<file path="config.mk">
export PLATFORM = sky130hd
export DESIGN_NAME = rpd_sequencer
export DESIGN_NICKNAME = d
export VERILOG_FILES = /design/src/core/rpd_pkg.sv /design/src/core/rpd_step_timer.sv /design/src/core/rpd_sequencer.sv
export VERILOG_INCLUDE_DIRS = /design/src /design/src/core
export SDC_FILE = /design/constraint.sdc
export NUM_CORES = 1
export LEC_CHECK = 0
export ABC_AREA = 1
export BUFFER_PORTS_ARGS = -buffer_cell sky130_fd_sc_hd__buf_2
export CORE_MARGIN = 10
export CORE_UTILIZATION = 58
export DETAILED_ROUTE_END_ITERATION = 8
export GPL_ROUTABILITY_DRIVEN = 0
export PLACE_DENSITY = 0.88
export SLEW_MARGIN = 20
export SYNTH_ARGS = -nofsm -noshare
export SYNTH_HDL_FRONTEND = slang
export SYNTH_HIERARCHICAL = 1
export SYNTH_SLANG_ARGS = --single-unit
</file>
<file path="constraint.sdc">
create_clock -name clk -period 4.25 [get_ports clk]
set_input_delay 0.2125 -clock clk [delete_from_list [all_inputs] [get_ports clk]]
set_output_delay 0.2125 -clock clk [all_outputs]
set_load 0.02 [all_outputs]
</file>
<file path="src/core/rpd_regs.svh">
// Purpose: Register offsets, field layout and timing counts for the
//          regulator power-down order block.
// Assumes: APB byte addresses, one 32-bit word per register.
// Notes: Offsets 0x5f..0x65 are not all multiples of four, so they are
//        register indices; the byte address is four times the index.
`ifndef RPD_REGS_SVH
`define RPD_REGS_SVH

// Register indices, buck1 first, memory reference last output, then control and status
`define RPD_IDX_BUCK1 8'h5f
`define RPD_IDX_BUCK2 8'h60
`define RPD_IDX_BUCK3 8'h61
`define RPD_IDX_LINREG1 8'h62
`define RPD_IDX_LINREG2 8'h63
`define RPD_IDX_LINREG3 8'h64
`define RPD_IDX_MEMREF 8'h65
`define RPD_IDX_CTRL 8'h70
`define RPD_IDX_STATUS 8'h71

// Order field layout
`define RPD_ORDER_MSB 2
`define RPD_ORDER_LSB 0
`define RPD_ORDER_RESET 3'h0
`define RPD_ORDER_TOP 3'h7

// Control register bits
`define RPD_CTRL_START 0
`define RPD_CTRL_SYSON 1

// Inter-step delay
`define RPD_STEP_NS 1000
`define RPD_CLK_NS 25

`endif

</file>
<file path="src/core/rpd_pkg.sv">
// Purpose: Types for the regulator power-down order block.
// Assumes: Seven supply outputs.
// Notes: States are one-hot.
package rpd_pkg;
    typedef enum logic [3:0] {
        RPD_IDLE = 4'h1,
        RPD_STEP = 4'h2,
        RPD_WAIT = 4'h4,
        RPD_DONE = 4'h8
    } rpd_state_e;
    typedef logic [2:0] rpd_order_t;
endpackage

</file>
<file path="src/core/rpd_step_timer.sv">
// Purpose: Down counter timing the gap between shutdown steps.
// Assumes: load pulses for one cycle.
// Notes: expired is a level, high while the count is zero.
`timescale 1ns/1ps
module rpd_step_timer #(
    parameter int WIDTH = 8,
    parameter logic [WIDTH-1:0] COUNT = 8'h28
) (
    input wire logic clk,
    input wire logic rst_n,
    input wire logic load,
    output logic expired
);
    typedef struct packed {
        logic [WIDTH-1:0] cnt;
    } rpd_timer_s;
    rpd_timer_s cur;
    rpd_timer_s next_cur;

    // Reload on request, otherwise count down to zero and hold
    always_comb begin
        next_cur = cur;
        if (load) begin
            next_cur.cnt = COUNT;
        end else if (cur.cnt != '0) begin
            next_cur.cnt = cur.cnt - 1'b1;
        end
    end

    always_ff @(posedge clk or negedge rst_n) begin
        if (!rst_n) begin
            cur <= '0;
        end else begin
            cur <= next_cur;
        end
    end

    assign expired = (cur.cnt == '0);
endmodule

</file>
<file path="src/core/rpd_sequencer.sv">
// Purpose: Power-down order registers and shutdown sequencer on APB.
// Assumes: Outputs 0..6 are buck1..3, linreg1..3, memory reference.
// Notes: Orders of zero go off in the final step after order one.
`timescale 1ns/1ps
`include "rpd_regs.svh"
module rpd_sequencer #(
    parameter int NOUT = 7,
    parameter int STEP_CYCLES = `RPD_STEP_NS / `RPD_CLK_NS
) (
    input wire logic clk,
    input wire logic rst_n,
    input wire logic psel,
    input wire logic penable,
    input wire logic pwrite,
    input wire logic [11:0] paddr,
    input wire logic [31:0] pwdata,
    output logic [31:0] prdata,
    output logic pready,
    output logic pslverr,
    input wire logic cfg_load,
    input wire logic test_config_override,
    input wire logic [3*NOUT-1:0] fused_on_order,
    input wire logic [3*NOUT-1:0] test_on_order,
    output logic [3*NOUT-1:0] startup_order,
    output logic [NOUT-1:0] supply_en,
    output logic seq_busy
);
    localparam logic [7:0] STEP_CNT = 8'(STEP_CYCLES);

    typedef struct packed {
        rpd_pkg::rpd_state_e state;
        logic [3*NOUT-1:0] order;
        logic [NOUT-1:0] en;
        rpd_pkg::rpd_order_t level;
        logic syson;
        logic [31:0] rdata;
    } rpd_state_s;

    rpd_state_s cur;
    rpd_state_s next_cur;
    logic timer_load;
    logic timer_expired;
    logic wr;
    logic rd;
    logic [9:0] idx;
    logic all_zero;
    logic rd_order;
    logic [NOUT-1:0] step_mask;

    // Map a register index to an output number, NOUT when unmapped
    function automatic int rpd_out_of(input logic [9:0] i);
        int n;
        n = NOUT;
        for (int k = 0; k < NOUT; k++) begin
            if (i == 10'(`RPD_IDX_MEMREF) - 10'(NOUT - 1 - k)) begin
                n = k;
            end
        end
        return n;
    endfunction

    function automatic rpd_pkg::rpd_order_t rpd_field(
        input logic [3*NOUT-1:0] v, input int k);
        return v[3*k +: 3];
    endfunction

    // Outputs whose off order equals the given level
    function automatic logic [NOUT-1:0] rpd_match(
        input logic [3*NOUT-1:0] v, input rpd_pkg::rpd_order_t lv);
        logic [NOUT-1:0] m;
        m = '0;
        for (int k = 0; k < NOUT; k++) begin
            m[k] = (v[3*k +: 3] == lv);
        end
        return m;
    endfunction

    // Zero-wait APB: every access completes in its first access cycle
    assign wr = psel && penable && pwrite;
    assign rd = psel && !penable && !pwrite;
    assign idx = paddr[11:2];
    assign pready = 1'b1;
    assign pslverr = 1'b0;

    // Shared decodes for the step logic and the checks
    assign rd_order = rd && (rpd_out_of(idx) < NOUT);
    assign step_mask = rpd_match(cur.order, cur.level);

    // Bypass check on the live fields
    always_comb begin
        all_zero = 1'b1;
        for (int k = 0; k < NOUT; k++) begin
            if (rpd_field(cur.order, k) != `RPD_ORDER_RESET) begin
                all_zero = 1'b0;
            end
        end
    end

    assign startup_order = test_config_override ? test_on_order
                                                : fused_on_order;

    // Register writes, read capture and the shutdown state machine
    always_comb begin
        int n;
        n = NOUT;
        next_cur = cur;
        timer_load = 1'b0;
        if (rd) begin
            n = rpd_out_of(idx);
            if (n < NOUT) begin
                next_cur.rdata = {29'h0, rpd_field(cur.order, n)};
            end else if (idx == 10'(`RPD_IDX_CTRL)) begin
                next_cur.rdata = {30'h0, cur.syson, 1'b0};
            end else if (idx == 10'(`RPD_IDX_STATUS)) begin
                next_cur.rdata = {21'h0, cur.level, cur.en,
                                  cur.state != rpd_pkg::RPD_IDLE};
            end else begin
                next_cur.rdata = 32'h0;
            end
        end
        if (cfg_load) begin
            next_cur.order = fused_on_order;
        end else if (wr && cur.syson) begin
            n = rpd_out_of(idx);
            if (n < NOUT) begin
                next_cur.order[3*n +: 3] =
                    pwdata[`RPD_ORDER_MSB:`RPD_ORDER_LSB];
            end
        end
        if (wr && idx == 10'(`RPD_IDX_CTRL)) begin
            next_cur.syson = pwdata[`RPD_CTRL_SYSON];
        end
        unique case (cur.state)
            rpd_pkg::RPD_IDLE: begin
                if (wr && idx == 10'(`RPD_IDX_CTRL)
                    && pwdata[`RPD_CTRL_START]) begin
                    next_cur.syson = 1'b0;
                    if (all_zero) begin
                        next_cur.en = '0;
                        next_cur.state = rpd_pkg::RPD_DONE;
                    end else begin
                        next_cur.level = `RPD_ORDER_TOP;
                        next_cur.state = rpd_pkg::RPD_STEP;
                    end
                end
            end
            rpd_pkg::RPD_STEP: begin
                next_cur.en = cur.en & ~step_mask;
                timer_load = 1'b1;
                next_cur.state = rpd_pkg::RPD_WAIT;
            end
            rpd_pkg::RPD_WAIT: begin
                if (timer_expired && !timer_load) begin
                    if (cur.level == `RPD_ORDER_RESET) begin
                        next_cur.state = rpd_pkg::RPD_DONE;
                    end else begin
                        next_cur.level = cur.level - 3'h1;
                        next_cur.state = rpd_pkg::RPD_STEP;
                    end
                end
            end
            rpd_pkg::RPD_DONE: begin
                // Re-arm by writing system-on; outputs back on
                if (next_cur.syson) begin
                    next_cur.en = '1;
                    next_cur.state = rpd_pkg::RPD_IDLE;
                end
            end
            default: begin
                next_cur.state = rpd_pkg::RPD_IDLE;
            end
        endcase
    end

    always_ff @(posedge clk or negedge rst_n) begin
        if (!rst_n) begin
            cur.state <= rpd_pkg::RPD_IDLE;
            cur.order <= '0;
            cur.en <= '1;
            cur.level <= `RPD_ORDER_RESET;
            cur.syson <= 1'b1;
            cur.rdata <= 32'h0;
        end else begin
            cur <= next_cur;
        end
    end

    rpd_step_timer #(
        .WIDTH(8),
        .COUNT(STEP_CNT)
    ) u_timer (
        .clk(clk),
        .rst_n(rst_n),
        .load(timer_load),
        .expired(timer_expired)
    );

    assign prdata = cur.rdata;
    assign supply_en = cur.en;
    assign seq_busy = (cur.state != rpd_pkg::RPD_IDLE);
endmodule

</file>
== Yosys cells after proc, flatten, opt, wreduce, memory -nomap -nowiden ==
Cells that the tools add are included.
Word-level totals
  register bits: 76
  input bits: 93
  output and inout port bits: 63
Operators by class
  $add $sub $neg: 3
  multipliers: 2
  $lt $le $gt $ge: 2
  equality and inequality tests: 27
  shift operators: 3
  muxes and demuxes: 44
  bitwise logic cells: 2
  reductions and logical operators: 28
Operators by type and width (number)
  32-bit 2-to-1 mux: 9
  10-bit by 7-bit == test with 1-bit output, second input constant: 9
  21-bit 2-to-1 mux: 4
  32-bit by 4-bit less-than comparator with 1-bit output, second input constant: 2
  3-bit by 32-bit multiplier with 32-bit output, first input constant: 2
  11-bit 2-to-1 mux: 4
  32-bit negator with 33-bit output: 1
  3-bit by 33-bit variable shift with 21-bit output, first input constant: 1
  3-bit by 33-bit variable part select with 21-bit output: 1
  21-bit by 32-bit variable part select with 3-bit output: 1
  3-bit nonzero test: 8
  21-bit bitwise mux: 1
  3-bit == test: 7
  7-bit one-hot mux with 3 select lines: 1
  4-bit 2-to-1 mux: 5
  8-bit 2-to-1 mux: 2
  4-bit one-hot mux with 4 select lines: 1
  7-bit 2-to-1 mux: 2
  3-bit 2-to-1 mux: 4
  2-bit inequality test, second input constant: 6
  1-bit 2-to-1 mux: 10
  8-bit logical NOT: 1
  2-bit nonzero test: 4
  8-bit nonzero test: 1
  other kinds (17): 24

== Depth between registers and ports, before layout ==
Gate-level depths: netlist of the first run.
  word-level depth: 17
  depth in mapped cells: 27
  depth with buffers taken out: 26

== Cells and area by module ==
The synthesis of the first run kept the hierarchy.
By module, submodules not included
  rpd_sequencer: times used 1, cells each 789, area each 5037.3 sq um
  rpd_step_timer: times used 1, cells each 69, area each 478.0 sq um

== Worst setup path before layout of the first run ==
OpenSTA, ideal clock, no wires.
  path kind: input port to flip-flop
  start point: input paddr[9]
  end point: register cur[63] (netlist name)
  setup time: 0.129 ns
  arrival: 3.095 ns
  required time: 4.121 ns
  setup slack: 1.026 ns
  stages on the path: 22
  cells stage by stage: inv_1 > nand2_2 > nor2_2 > nand2_1 > nand3_1 > nor2_1 > buf_6 > buf_4 > ha_1 > ha_1 > ha_1 > buf_2 > nor2_1 > inv_1 > nor2_1 > ha_1 > inv_1 > nand2_1 > inv_1 > nand3_1 > o211ai_1 > nand3_1
Between the ends
  cells in the longest elaborated chain, start to end: 17
  elaborated cells between the ends (all ways): 27
Ends and longest elaborated chain
  start: declaration: line rpd_sequencer.sv:15  | input wire logic [11:0] paddr,
  10-bit by 7-bit == test with 1-bit output: line rpd_sequencer.sv:55  | if (i == 10'(`RPD_IDX_MEMREF) - 10'(NOUT - 1 - k)) begin
  3-bit 2-to-1 mux: line rpd_sequencer.sv:55
  32-bit 2-to-1 mux: line rpd_sequencer.sv:55
  32-bit 2-to-1 mux
  32-bit 2-to-1 mux: line rpd_sequencer.sv:55
  32-bit 2-to-1 mux (2 in a row)
  32-bit 2-to-1 mux *
  32-bit 2-to-1 mux *: line rpd_sequencer.sv:123  | end else if (wr && cur.syson) begin
  32-bit 2-to-1 mux *: line rpd_sequencer.sv:121  | if (cfg_load) begin
  3-bit by 32-bit multiplier with 32-bit output: line rpd_sequencer.sv:126  | next_cur.order[3*n +: 3] =
  32-bit negator with 33-bit output: line rpd_sequencer.sv:126
  3-bit by 33-bit variable part select with 21-bit output / 3-bit by 33-bit variable shift with 21-bit output (equally long branches): line rpd_sequencer.sv:126
  21-bit bitwise mux: line rpd_sequencer.sv:126
  21-bit 2-to-1 mux: line rpd_sequencer.sv:125  | if (n < NOUT) begin
  21-bit 2-to-1 mux: line rpd_sequencer.sv:123
  21-bit 2-to-1 mux: line rpd_sequencer.sv:121
  end signal: assignment: line rpd_sequencer.sv:184  | cur <= next_cur;
  end: declaration: line rpd_sequencer.sv:39  | rpd_state_s cur;
Mark *: on every way between the ends. The rest lies on a longest branch, timed or not. The select of a mux whose other input is x is not followed.
A chain may end at the register's enable or synchronous reset.

== Worst setup path in the final report of the first run ==
  start point: input paddr[11]
  end point: register cur[51] (netlist name)
The elaborated chain is that of the path after synthesis.

==> results of run 1 <==
-- through the flow --
| stage | setup slack, ps | std cells | instance area (sq um) | util | hold WS [ps] |
|---|---|---|---|---|---|
| after floorplan | 1030 | 879 | 5590 | - | -83.1 |
| after global placement | 567 | 1046 | 5840 | 0.632 | 386 |
| after detailed placement | 489 | 1046 | 5840 | 0.632 | 388 |
| after CTS | 807 | 1054 | 5930 | 0.642 | 38.0 |
| after global routing | 440 | 1054 | 5930 | 0.642 | 58.4 |
| final | 709 | 1054 | 5930 | 0.642 | 13.7 |
-- cells by family (layout without fill, tap and decap cells) --
kind of cell,Yosys count,after routing,synth area share
xor+xnor,3,3,0.00476
compound gates,108,108,0.112
buf+inv,177,223,0.159
fa+ha+maj,11,11,0.0250
simple gates,485,485,0.412
mux,17,17,0.0347
other cells,2,23,0.00136
flops,55,55,0.252
-- final timing paths --
| check | from | end |
|---|---|---|
| setup / recovery | paddr[11] | cur[51]$_DFFE_PN0P_ |
| min in group clk | fused_on_order[2] | cur[45]$_DFFE_PN0P_ |
| hold reg to reg | prdata[8]$_DFFE_PN0P_ | prdata[8]$_DFFE_PN0P_ |
| setup reg to reg | cur[66]$_DFFE_PN0P_ | supply_en[2]$_DFFE_PN1P_ |
| hold / removal | rst_n | prdata[2]$_DFFE_PN0P_ |
| max in group asynchronous | rst_n | cur[44]$_DFFE_PN0P_ |
-- registers in the layout, indices dropped and copies added, names as in the netlist --
signal       count
cur             29
u_timer/cur      8
prdata          11
supply_en        7
-- worst reg2reg max path: stages (launching register included) --
cell and delay (ps):
dfrtp_1 410, nor2_1 100, inv_1 60, nor3_2 680
nor3_1 140, a21oi_1 150, nand3_1 400, a21oi_1 310
o22ai_1 110
-- layer usage --
layer,share of wire,global-route usage,vias to the layer above
met2,0.48,0.366,290
met1,0.40,0.262,2722
li1,-,-,2879
met5,0,0,-
met4,0.036,0.0719,0
met3,0.084,0.0499,65
-- cells in the mapped netlist, types with 8 or more instances --
cell	number
nand2_1	229
nand3_1	102
inv_1	96
nor2_1	79
dfrtp_1	46
buf_4	44
o21ai_0	33
a21oi_1	25
o22ai_1	21
mux2_2	17
clkbuf_1	15
nand4_1	15
nor3_1	15
ha_1	11
o211ai_1	10
dfstp_2	9
nand2_2	9
o21ai_1	9
inv_2	8
-- final cells by class --
class                   count  share of cell area
clock buffers               5              0.0116
clock inverters             3             0.00485
inverters                 108              0.0687
multi-input cells         647               0.561
flip-flops and latches     55               0.234
well taps                 129              0.0272
repair buffers            107              0.0928
-- power groups by stage --
stage / registers [mW] / clock network, mW / logic [mW]
after floorplan: 0.577 / 0 / 0.198
after global placement: 0.592 / 0 / 0.256
after detailed placement: 0.592 / 0 / 0.261
after CTS: 0.582 / 0.314 / 0.262
after global routing: 0.586 / 0.339 / 0.293
final: 0.585 / 0.313 / 0.263
==> metrics.md, run 1 <==
| Metric | Value |
|---|---|
| DIE HEIGHT | 118 microns |
| Hpwl dp | ~12000 microns |
| Residual DRC count | 0 |
| First-pass GRT wire length | 25900 microns |
| Crit-path cells | buf_2, nor2_4, nand2_2, nor2_1, nand2_1, nand2_1, inv_1, nand3_1, inv_1, ha_1, ha_1, nor2_1, inv_1, nor2_1, ha_1, nand3_1, inv_1, nand2_1, nor2_1, nand4_1, o211ai_1 |
| Switching pwr | 0.397 mW |
| Crit. End Element | flip-flop |
| Vias in the first global route | 5509 |
| PostCTS Resize Cnt | 0 |
| Post-CTS setup repair buffer count | 0 |
| Mapped Cells | between 800 and 900 |
| Status | completed |
| Sw frac | 0.342 |
| Pwr Density | 196 nW/um^2 |
| Worst Path Buf+Inv | 5 |
| Setup TNS | 0 ps |
| Port Buffers | approximately 100 |
| Worst-path fanout max | 10 |
| Site row count | 35 |
| Leakage | approximately 3 nW |
| Period utilization | 0.833 |
| RSZ-0062 raised after global routing | false |
| PnR Total Power | 1.16 mW |
| Max IR drop VDD | about 0.00014 V |
| NumNets Final | just over 1000 |
| Core area | between 9000 and 10000 sq um |
| Clock Latency Late Sink | 320 ps |
| Synth Flop Type | dfrtp_1 |
| Iter 0 DRT Violations | a little over 500 |
| Antenna diode count | 0 |
| GRT Overall Usage | 0.216 |
| Int Power | about 0.76 mW |
| Layout cell share with drive strength beyond 1 | 0.202 |
| DR WL/cell | 14.9 microns |
| Comb pwr share | 0.227 |
| I/O pin cnt | roughly 160 |
| Cell Area, Synth | 5520 sq um |
| Worst reg-to-reg path cell count | 8 |
| Initial antenna violation count | 0 |
| Post-synthesis register bit count | between 50 and 60 |
| Commonest non-fill, non-tap cell in the layout | nand2_1 |
| Hold crit path type | in -> async |
| GRT overflow | 0 |
| Slew Limit Fails | 0 |
| Yosys cell types | 46 |
| Via Count | approximately 6000 |
| Asr flop ratio synth | 1.00 |
| Reg-to-reg setup timing slack | ~1800 ps |
| Starting Density | 0.597 |
| Largest net degree at the start of global routing | 56 |
| Die area | 13800 sq um |
| Syn Area/Cell | about 6.4 sq um |
| Clock power frac | 0.269 |
| Max Cap Violations | 0 |
| Critical path depth | 21 |
| Startpoint types | primary input |
| Vias per inst | 5.65 |
| Sequential area share after synthesis | 0.252 |
| Fin Clk Skew | between 10 and 15 ps |
| Clk sink count | 55 |
| Die W | ~120 microns |
| Max_slew headroom | 0.395 |
| Detailed Route WL | about 16000 microns |
| Fillers | 866 |
| Pre-antenna DRT Iters | 5 |
| Area leader, netlist | dfrtp_1 |
| Multi-input logic area | between 3000 and 4000 sq um |
| Register area | about 1400 sq um |
| CTS tree | built |
| Hold Vio Cnt, Final | 0 |
| Req. time, crit path | roughly 4500 ps |
| Syn. warnings | 6 |
| H-tree lvl count | 2 |
| CP delay by family, top | simple AND/OR/NAND/NOR gates |
| CTS hold repair buffers | 0 |
| CP max stage delay | between 400 and 500 ps |
| Crit path kind | in -> reg |
| Clk slew on worst S/H paths | approximately 100 ps |
| Synthesis-to-layout area growth | 7.58% |
| FMAX | 282 MHz |
| Final setup violation count | 0 |
| CTS Buffer Depth | 2 |
| WP data arrival | 3770 ps |
| Tmin final | roughly 3500 ps |
| Most frequent cells in the layout | 229 x nand2_1, 102 x nand3_1, 101 x buf_2 |
| Post-route antenna net violation count | 0 |
| TritonCTS buffer count | 5 |
| Slowest cell on crit path | ha_1 |
| Largest cells by area after synthesis | dfrtp_1 21%, nand2_1 16%, nand3_1 9.3%, inv_1 6.5%, buf_4 6.0% |
| Post-synth top area share | 0.209 |
| Root buf cell | clkbuf_8 |
| EDFF count, synth | 0 |
| Flop pwr share | 0.504 |
| Slew @ Worst Pin | approximately 900 ps |
Note: power is estimated with default switching activity, not from simulation.
==> run 2, diff against run 1 <==
ABC_AREA = 0   (was 1)
CORE_UTILIZATION = 48   (was 58)
PLACE_DENSITY = 0.78   (was 0.88)
clock period = 3.1 ns   (was 4.25 ns; I/O delays follow)
==> run 2 against run 1 <==
Against the previous run: global-route usage hardly changed; sequential cell count did not move; critical endpoint is now cur[61]$_DFFE_PN0P_; non-clock buffer count grew 79; largest power group unchanged; critical path type unchanged; synthesized cell count fell by 29%; the flow now finishes with violations (negative setup slack); area after synthesis fell by 6.9%; register-to-register slack got worse by 1100 ps; clock power up 38%.
==> metrics.md, run 2 <==
| Metric | Value |
|---|---|
| Pwr Density | 376 nW/um^2 (+92%) |
| Comb pwr share | 0.392 (+0.165) |
| Met2 wire len | 8320 microns (+11%) |
| Pre-antenna DRT Iters | 5 (unchanged) |
| Util after Layout | 0.619 (-0.0229) |
| DIE HEIGHT | 123 microns (+5.0%) |
| Final worst slack | -24.2 ps (-733 ps) |
| Hold crit path type | in -> reg |
| Period utilization | 1.01 |
| Vias in the first global route | 5596 (+1.6%) |
| Hold Path Sink | cur[52]$_DFFE_PN0P_ |
| Setup TNS | -24.2 ps (-24.2 ps) |
| Hold path start | fused_on_order[9] |
| Starting Density | 0.495 (-0.102) |
| Max_slew headroom | 0.306 (-0.0896) |
| Synth Flop Type | dfrtp_1 |
| Die W | 123 microns (+5.0%) |
| Crit. End Element | flip-flop |
| DR WL/cell | 19.4 microns (+30%) |
| Placed Area | 6150 sq um (+5.5%) |
| EDFF count, synth | 0 (unchanged) |
| Flop pwr share | 0.430 (-0.074) |
| Fillers | 880 (+1.6%) |
| WP data arrival | 3380 ps (-390 ps) |
| PnR Total Power | 2.42 mW (+110%) |
| Yosys cell types | 83 (+80%) |
| Final setup violation count | 1 (+1) |
| Synthesis-to-layout area growth | 25.1% |
| Clock Latency Late Sink | 330 ps (about the same) |
| Port Buffers | 101 (unchanged) |
| Placed Cells | 871 (-17%) |
| Asr flop ratio synth | 1.00 (unchanged) |
| NumNets Final | 853 (-17%) |
| Post-synth top cells | 61 x nand2_1, 46 x dfrtp_1, 44 x buf_4 |
| Finished Cell Area | 6420 sq um (+8.2%) |
| Max Cap Violations | 0 (unchanged) |
| Sw frac | 0.407 (+0.0653) |
| GRT overflow | 0 (unchanged) |
| Die area | 15200 sq um (+10%) |
| Status | finished with violations |
| Area leader, netlist | dfrtp_1 |
| Clk sink count | 55 (unchanged) |
| Antenna diode count | 0 (unchanged) |
| Leakage | 2.82 nW (-6.3%) |
| Largest reg by FF count | cur |
| Most frequent cells in the layout | 100 x buf_2, 83 x buf_4, 60 x nand2_1 |
| Pre-CTS WS | -541 ps (-1030 ps) |
| H-tree lvl count | 2 (unchanged) |
| Req. time, crit path | 3360 ps (-1120 ps) |
| Root buf cell | clkbuf_8 |
| Core area | 10400 sq um (+12%) |
| Post-synth top area share | 0.224 (+0.0155) |
| WHS | 53.5 ps (+39.8 ps) |
| Layout cell share with drive strength beyond 1 | 0.392 (+0.190) |
| Most frequent cell after synthesis | nand2_1 |
| I/O pin cnt | 156 (unchanged) |
| Mapped Cells | 608 (-29%) |
| Tmin final | ~3100 ps |
| Crit path kind | in -> reg |
| Slew @ Worst Pin | 1030 ps (+131 ps) |
| Post-synthesis register bit count | 55 (unchanged) |
| Hpwl dp | 13600 microns (+9.4%) |
| Cell Area, Synth | 5130 sq um (-6.9%) |
| Site row count | 37 (+5.7%) |
| Largest net degree at the start of global routing | 51 (-8.9%) |
| Syn. warnings | 6 (unchanged) |
| Detailed Route WL | 17200 microns (+9.6%) |
| Residual DRC count | 0 (unchanged) |
| Reg2reg end | cur[35]$_DFFE_PN0P_ |
| Clock power frac | 0.178 (-0.091) |
| CTS Buffer Depth | 2 (unchanged) |
| FMAX | between 300 and 400 MHz |
| RSZ-0062 raised after global routing | true |
| Max reg flops | 29 (unchanged) |
| Slew Limit Fails | 0 (unchanged) |
| Via Count | 5515 (-7.4%) |
| Worst-path fanout max | 6 (-4) |
| DRT met1 WL | 6610 microns (+4.7%) |
| Iter 0 DRT Violations | 711 (+39%) |
| Failing checks | negative setup slack |
| Vias per inst | 6.22 (+10%) |
| Worst reg-to-reg path cell count | 7 (-1) |
| Reg-to-reg setup timing slack | 760 ps (-1050 ps) |
| TritonCTS buffer count | 5 (unchanged) |
| Non-filler cells, final | 886 (-16%) |
| Initial antenna violation count | 0 (unchanged) |
| GRT Overall Usage | 0.216 (+0.000364) |
| Max IR drop VDD | 0.000279 V (+100%) |
| Commonest non-fill, non-tap cell in the layout | buf_2 |
| Startpoint types | primary input |
| Clk slew on worst S/H paths | 100 ps (about the same) |
| Fin Clk Skew | 17.2 ps (+4.39 ps) |
| Largest cells by area after synthesis | dfrtp_1 22%, buf_4 6.4%, mux2_2 5.7%, dfstp_2 4.6%, nand2_1 4.5% |
| Highest Signal Layer | met4 |
| Syn Area/Cell | 8.44 sq um (+31%) |
| Met3 routed wirelength | 1590 microns (+21%) |
| Hold Path Cell Cnt | 2 |
| Sequential area share after synthesis | 0.270 (+0.0187) |
| Reg-to-reg startpoint | cur[64]$_DFFE_PN1P_ |
| Post-route antenna net violation count | 0 (unchanged) |
| Switching pwr | 0.983 mW (+150%) |
| CTS tree | built |
| Int Power | 1.43 mW (+87%) |
| First-pass GRT wire length | 27000 microns (+4.2%) |
| Hold Vio Cnt, Final | 0 (unchanged) |
-- run 2: cell count changes in the layout (fill, tap and decap cells not counted), moves of 9 or more --
| cell | before | now |
|---|---|---|
| nand2_1 | 229 | 60 |
| nand3_1 | 102 | 20 |
| a22o_1 | 0 | 9 |
| mux2i_1 | 0 | 13 |
| a31oi_1 | 3 | 15 |
| buf_4 | 6 | 83 |
| nor4_1 | 1 | 12 |
| o22ai_1 | 21 | 3 |
| xnor2_1 | 3 | 22 |
| inv_1 | 96 | 16 |
| nor2_1 | 79 | 36 |
| nor2b_1 | 0 | 9 |
| mux2_2 | 17 | 26 |
-- run 2: cell families (layout without fill, tap and decap cells) --
| logic type | Yosys count | after routing | synth area share |
|---|---|---|---|
| and+or+nand+nor | 231 | 231 | 0.243 |
| AOI/OAI and AO/OA | 145 | 145 | 0.197 |
| buffers and inverters | 92 | 213 | 0.101 |
| DFF | 55 | 55 | 0.270 |
| muxes | 48 | 48 | 0.119 |
| xor gates and xnor gates | 24 | 24 | 0.0409 |
| adders and majority gates | 11 | 11 | 0.0268 |
| other | 2 | 23 | 0.00146 |
-- run 2: worst max-delay path, cell delays in order --
cell	delay [ps]
buf_2	110
or4_4	550
nor3_4	180
nor2_2	70
ha_1	330
ha_4	170
ha_4	280
nor3b_4	60
ha_4	190
buf_4	140
nor2_1	110
nand4_1	150
mux2i_2	280
a21oi_2	110
a2111o_1	390
nand3_1	90
-- run 2: timing repair --
action	CTS	global route
endpoints found under the setup margin	20	20
gates resized for setup	4	23
setup buffers	0	6
endpoints found under the hold margin	0	46
hold buffers	0	1
pin swaps	2	13
-- run 2: final cells by class --
type                            count  area [sq um]  share of cell area
Sequential cell                    55          1390               0.216
Multi-Input combinational cell    482          3540               0.551
Clock inverter                      3          25.0             0.00390
Tap cell                          136           170              0.0265
Inverter                           19          76.3              0.0119
Timing Repair Buffer              186          1160               0.180
Clock buffer                        5          68.8              0.0107
-- run 2: power by group through the flow --
stage,Sequential (mW),Combinational (mW),Clock [mW]
detailed placement,1.05,0.932,0
finish,1.04,0.947,0.431
CTS,1.03,0.936,0.431
floorplan,0.930,0.780,0
global placement,1.03,0.873,0
global route,1.06,1.05,0.462
-- run 2: routing by layer --
metal,vias to the layer above,track usage
met5,-,0
met4,0,0.0902
met3,67,0.0520
met2,350,0.359
met1,2617,0.263
li1,2481,-
-- run 2: how the worst max path moves through the flow --
stage               startpoint             endpoint  slack, ps  depth (start not counted)
finish                paddr[4]  cur[61]$_DFFE_PN0P_        -20                         16
global route          paddr[4]  cur[61]$_DFFE_PN0P_       -130                         17
CTS                  paddr[11]  cur[61]$_DFFE_PN0P_        0.1                         17
detailed placement   paddr[11]  cur[50]$_DFFE_PN0P_       -540                         14
global placement     paddr[11]  cur[50]$_DFFE_PN0P_       -360                         14
floorplan             paddr[4]  cur[61]$_DFFE_PN0P_       -500                         15
==> run 3, diff against run 2 <==
TNS_END_PERCENT = 5   (was default)
==> run 3 against run 2 <==
Against the previous run: the flow now finishes without violations; combinational power hardly changed; critical path depth is 2 higher; routed wire length is 1.5% higher; worst setup slack better by 35 ps; total power up 0.15%; largest power group unchanged; highest routed layer unchanged.
==> metrics.md, run 3 (synthesis results as in run 2) <==
| Metric | Value |
|---|---|
| Status | completed |
| Site row count | 37 (unchanged) |
| Clk sink count | 55 (unchanged) |
| Max_slew headroom | 0.353 (+0.0468) |
| Die area | 15200 sq um (unchanged) |
| Crit path kind | in -> reg |
| Post-route antenna net violation count | 0 (unchanged) |
| FMAX | 324 MHz (+1.1%) |
| DR WL/cell | 19.6 microns (+1.1%) |
| Fin Clk Skew | 7.58 ps (-9.61 ps) |
| Initial antenna violation count | 0 (unchanged) |
| CP delay by family, top | simple AND/OR/NAND/NOR gates |
| Most frequent cells in the layout | 97 x buf_2, 83 x buf_4, 59 x nand2_1 |
| Die W | 123 microns (unchanged) |
| Int Power | 1.44 mW (+0.17%) |
| Detailed Route WL | 17400 microns (+1.5%) |
| Slew Limit Fails | 0 (unchanged) |
| Crit. End Element | flip-flop |
| GRT overflow | 0 (unchanged) |
| Port Buffers | 101 (unchanged) |
| Worst-path fanout max | 5 (-1) |
| Final worst slack | 11.2 ps (+35.4 ps) |
| Slowest cell on crit path | nor4_4 |
| Flop pwr share | 0.430 (about the same) |
| Setup TNS | 0 ps (+24.2 ps) |
| Largest net degree at the start of global routing | 43 (-16%) |
| Clk slew on worst S/H paths | 100 ps (about the same) |
| Period utilization | 0.996 (-0.0114) |
| Startpoint types | primary input |
| Placed Cells | 867 (-0.46%) |
| CTS tree | built |
| Pre-antenna DRT Iters | 6 (+1) |
| NumNets Final | 857 (+0.47%) |
| Clock power frac | 0.178 (about the same) |
| GRT Overall Usage | 0.214 (-0.00221) |
| Worst Path Buf+Inv | 5 (+3) |
| Synthesis-to-layout area growth | 27.1% |
| CP max stage delay | 440 ps (-110 ps) |
| DIE HEIGHT | 123 microns (unchanged) |
| Tmin final | 3090 ps (-35.4 ps) |
| Slew @ Worst Pin | 957 ps (-75.1 ps) |
| Non-filler cells, final | 890 (+0.45%) |
| First-pass GRT wire length | 26700 microns (-1.3%) |
| Largest reg by FF count | cur |
| Req. time, crit path | 3290 ps (-70 ps) |
| Antenna diode count | 0 (unchanged) |
| Switching pwr | 0.984 mW (+0.12%) |
| Placed Area | 6070 sq um (-1.4%) |
| Sw frac | 0.407 (about the same) |
| Clock Latency Late Sink | 320 ps (about the same) |
| Max reg flops | 29 (unchanged) |
| PnR Total Power | 2.42 mW (+0.15%) |
| Hpwl dp | 13200 microns (-2.6%) |
| Layout cell share with drive strength beyond 1 | 0.398 (+0.00588) |
| Pwr Density | 371 nW/um^2 (-1.4%) |
| Starting Density | 0.495 (unchanged) |
| Vias in the first global route | 5457 (-2.5%) |
| Util after Layout | 0.629 (+0.0100) |
| Comb pwr share | 0.391 (about the same) |
| Hold Vio Cnt, Final | 0 (unchanged) |
| WP data arrival | 3270 ps (-110 ps) |
| TritonCTS buffer count | 5 (unchanged) |
| Cell mode on critical path | buf_4 |
| Via Count | 5498 (-0.31%) |
| Core area | 10400 sq um (unchanged) |
| WHS | 56.3 ps (+2.80 ps) |
| Residual DRC count | 0 (unchanged) |
| CTS Buffer Depth | 2 (unchanged) |
| Final setup violation count | 0 (-1) |
| Commonest non-fill, non-tap cell in the layout | buf_2 |
| Max IR drop VDD | 0.000305 V (+9.2%) |
| Vias per inst | 6.18 (-0.76%) |
| Crit-path cells | buf_4, buf_6, nand3b_1, nor4_4, a21oi_2, buf_4, ha_4, ha_4, ha_4, or2_2, buf_4, nor3_4, a21oi_2, o211ai_1, buf_4, nor4_2, mux2i_1, o21ai_1 |
| I/O pin cnt | 156 (unchanged) |
| Max Cap Violations | 0 (unchanged) |
| Root buf cell | clkbuf_8 |
| Finished Cell Area | 6530 sq um (+1.6%) |
| Leakage | 2.86 nW (+1.3%) |
| Pre-CTS WS | -615 ps (-73.2 ps) |
| Hold crit path type | in -> reg |
| H-tree lvl count | 2 (unchanged) |
| RSZ-0062 raised after global routing | true |
| Iter 0 DRT Violations | 632 (-11%) |
[run 3: changes by cell type in the layout (fill, tap and decap cells not counted), sizes merged]
cell,change
buf,+4
clkinv,+1
inv,-1
[run 3: power groups by stage]
stage | Combinational, mW | Clock, mW | Sequential [mW]
after floorplan | 0.779 | 0 | 0.930
after global placement | 0.870 | 0 | 1.03
after detailed placement | 0.923 | 0 | 1.04
after CTS | 0.932 | 0.433 | 1.03
after global routing | 1.06 | 0.469 | 1.06
final | 0.947 | 0.431 | 1.04
[run 3: path summary, 6_finish.rpt]
path | from | end | slack (ps) | depth (start not counted)
min | fused_on_order[14] | cur[57]$_DFFE_PN0P_ | 60 | 3
max in group asynchronous | rst_n | supply_en[4]$_DFFE_PN1P_ | 1780 | 3
min reg2reg | supply_en[2]$_DFFE_PN1P_ | supply_en[2]$_DFFE_PN1P_ | 500 | 2
max | paddr[5] | cur[47]$_DFFE_PN0P_ | 10 | 18
min in group asynchronous | rst_n | u_timer/cur[7]$_DFFE_PN0P_ | 470 | 2
max reg2reg | cur[64]$_DFFE_PN1P_ | cur[35]$_DFFE_PN0P_ | 730 | 7
[run 3: area by class of cell]
type / instances / area [sq um]
clock buffer: 5 / 68.8
clock inverter: 3 / 27.5
fill: 856 / 3840
inverter: 19 / 71.3
multi-input combinational: 482 / 3580
sequential: 55 / 1390
tap: 136 / 170
timing repair buffer: 190 / 1220
[run 3: timing repair]
action | CTS | global route
cloned | 0 | 0
hold endpoints to repair | 32 | 0
buffers inserted | 0 | 14
resized for setup | 11 | 42
setup endpoints to repair | 21 | 21
pin swaps | 3 | 25
hold buffers | 1 | 0
[run 3: worst min-delay path: cells and delay by family]
kind / cells / cell delay, ps
buffers and inverters: 1 / 80
AO/OA/AOI/OAI: 1 / 60
AND/OR/NAND/NOR: 1 / 40
[run 3: layer usage]
metal  up-vias  wire length (microns)  track usage
li1       2486                      -            -
met1      2558                   6620        0.257
met2       380                   8540        0.363
met3        74                   1630       0.0533
met4         0                    661       0.0793
met5         -                      0            0
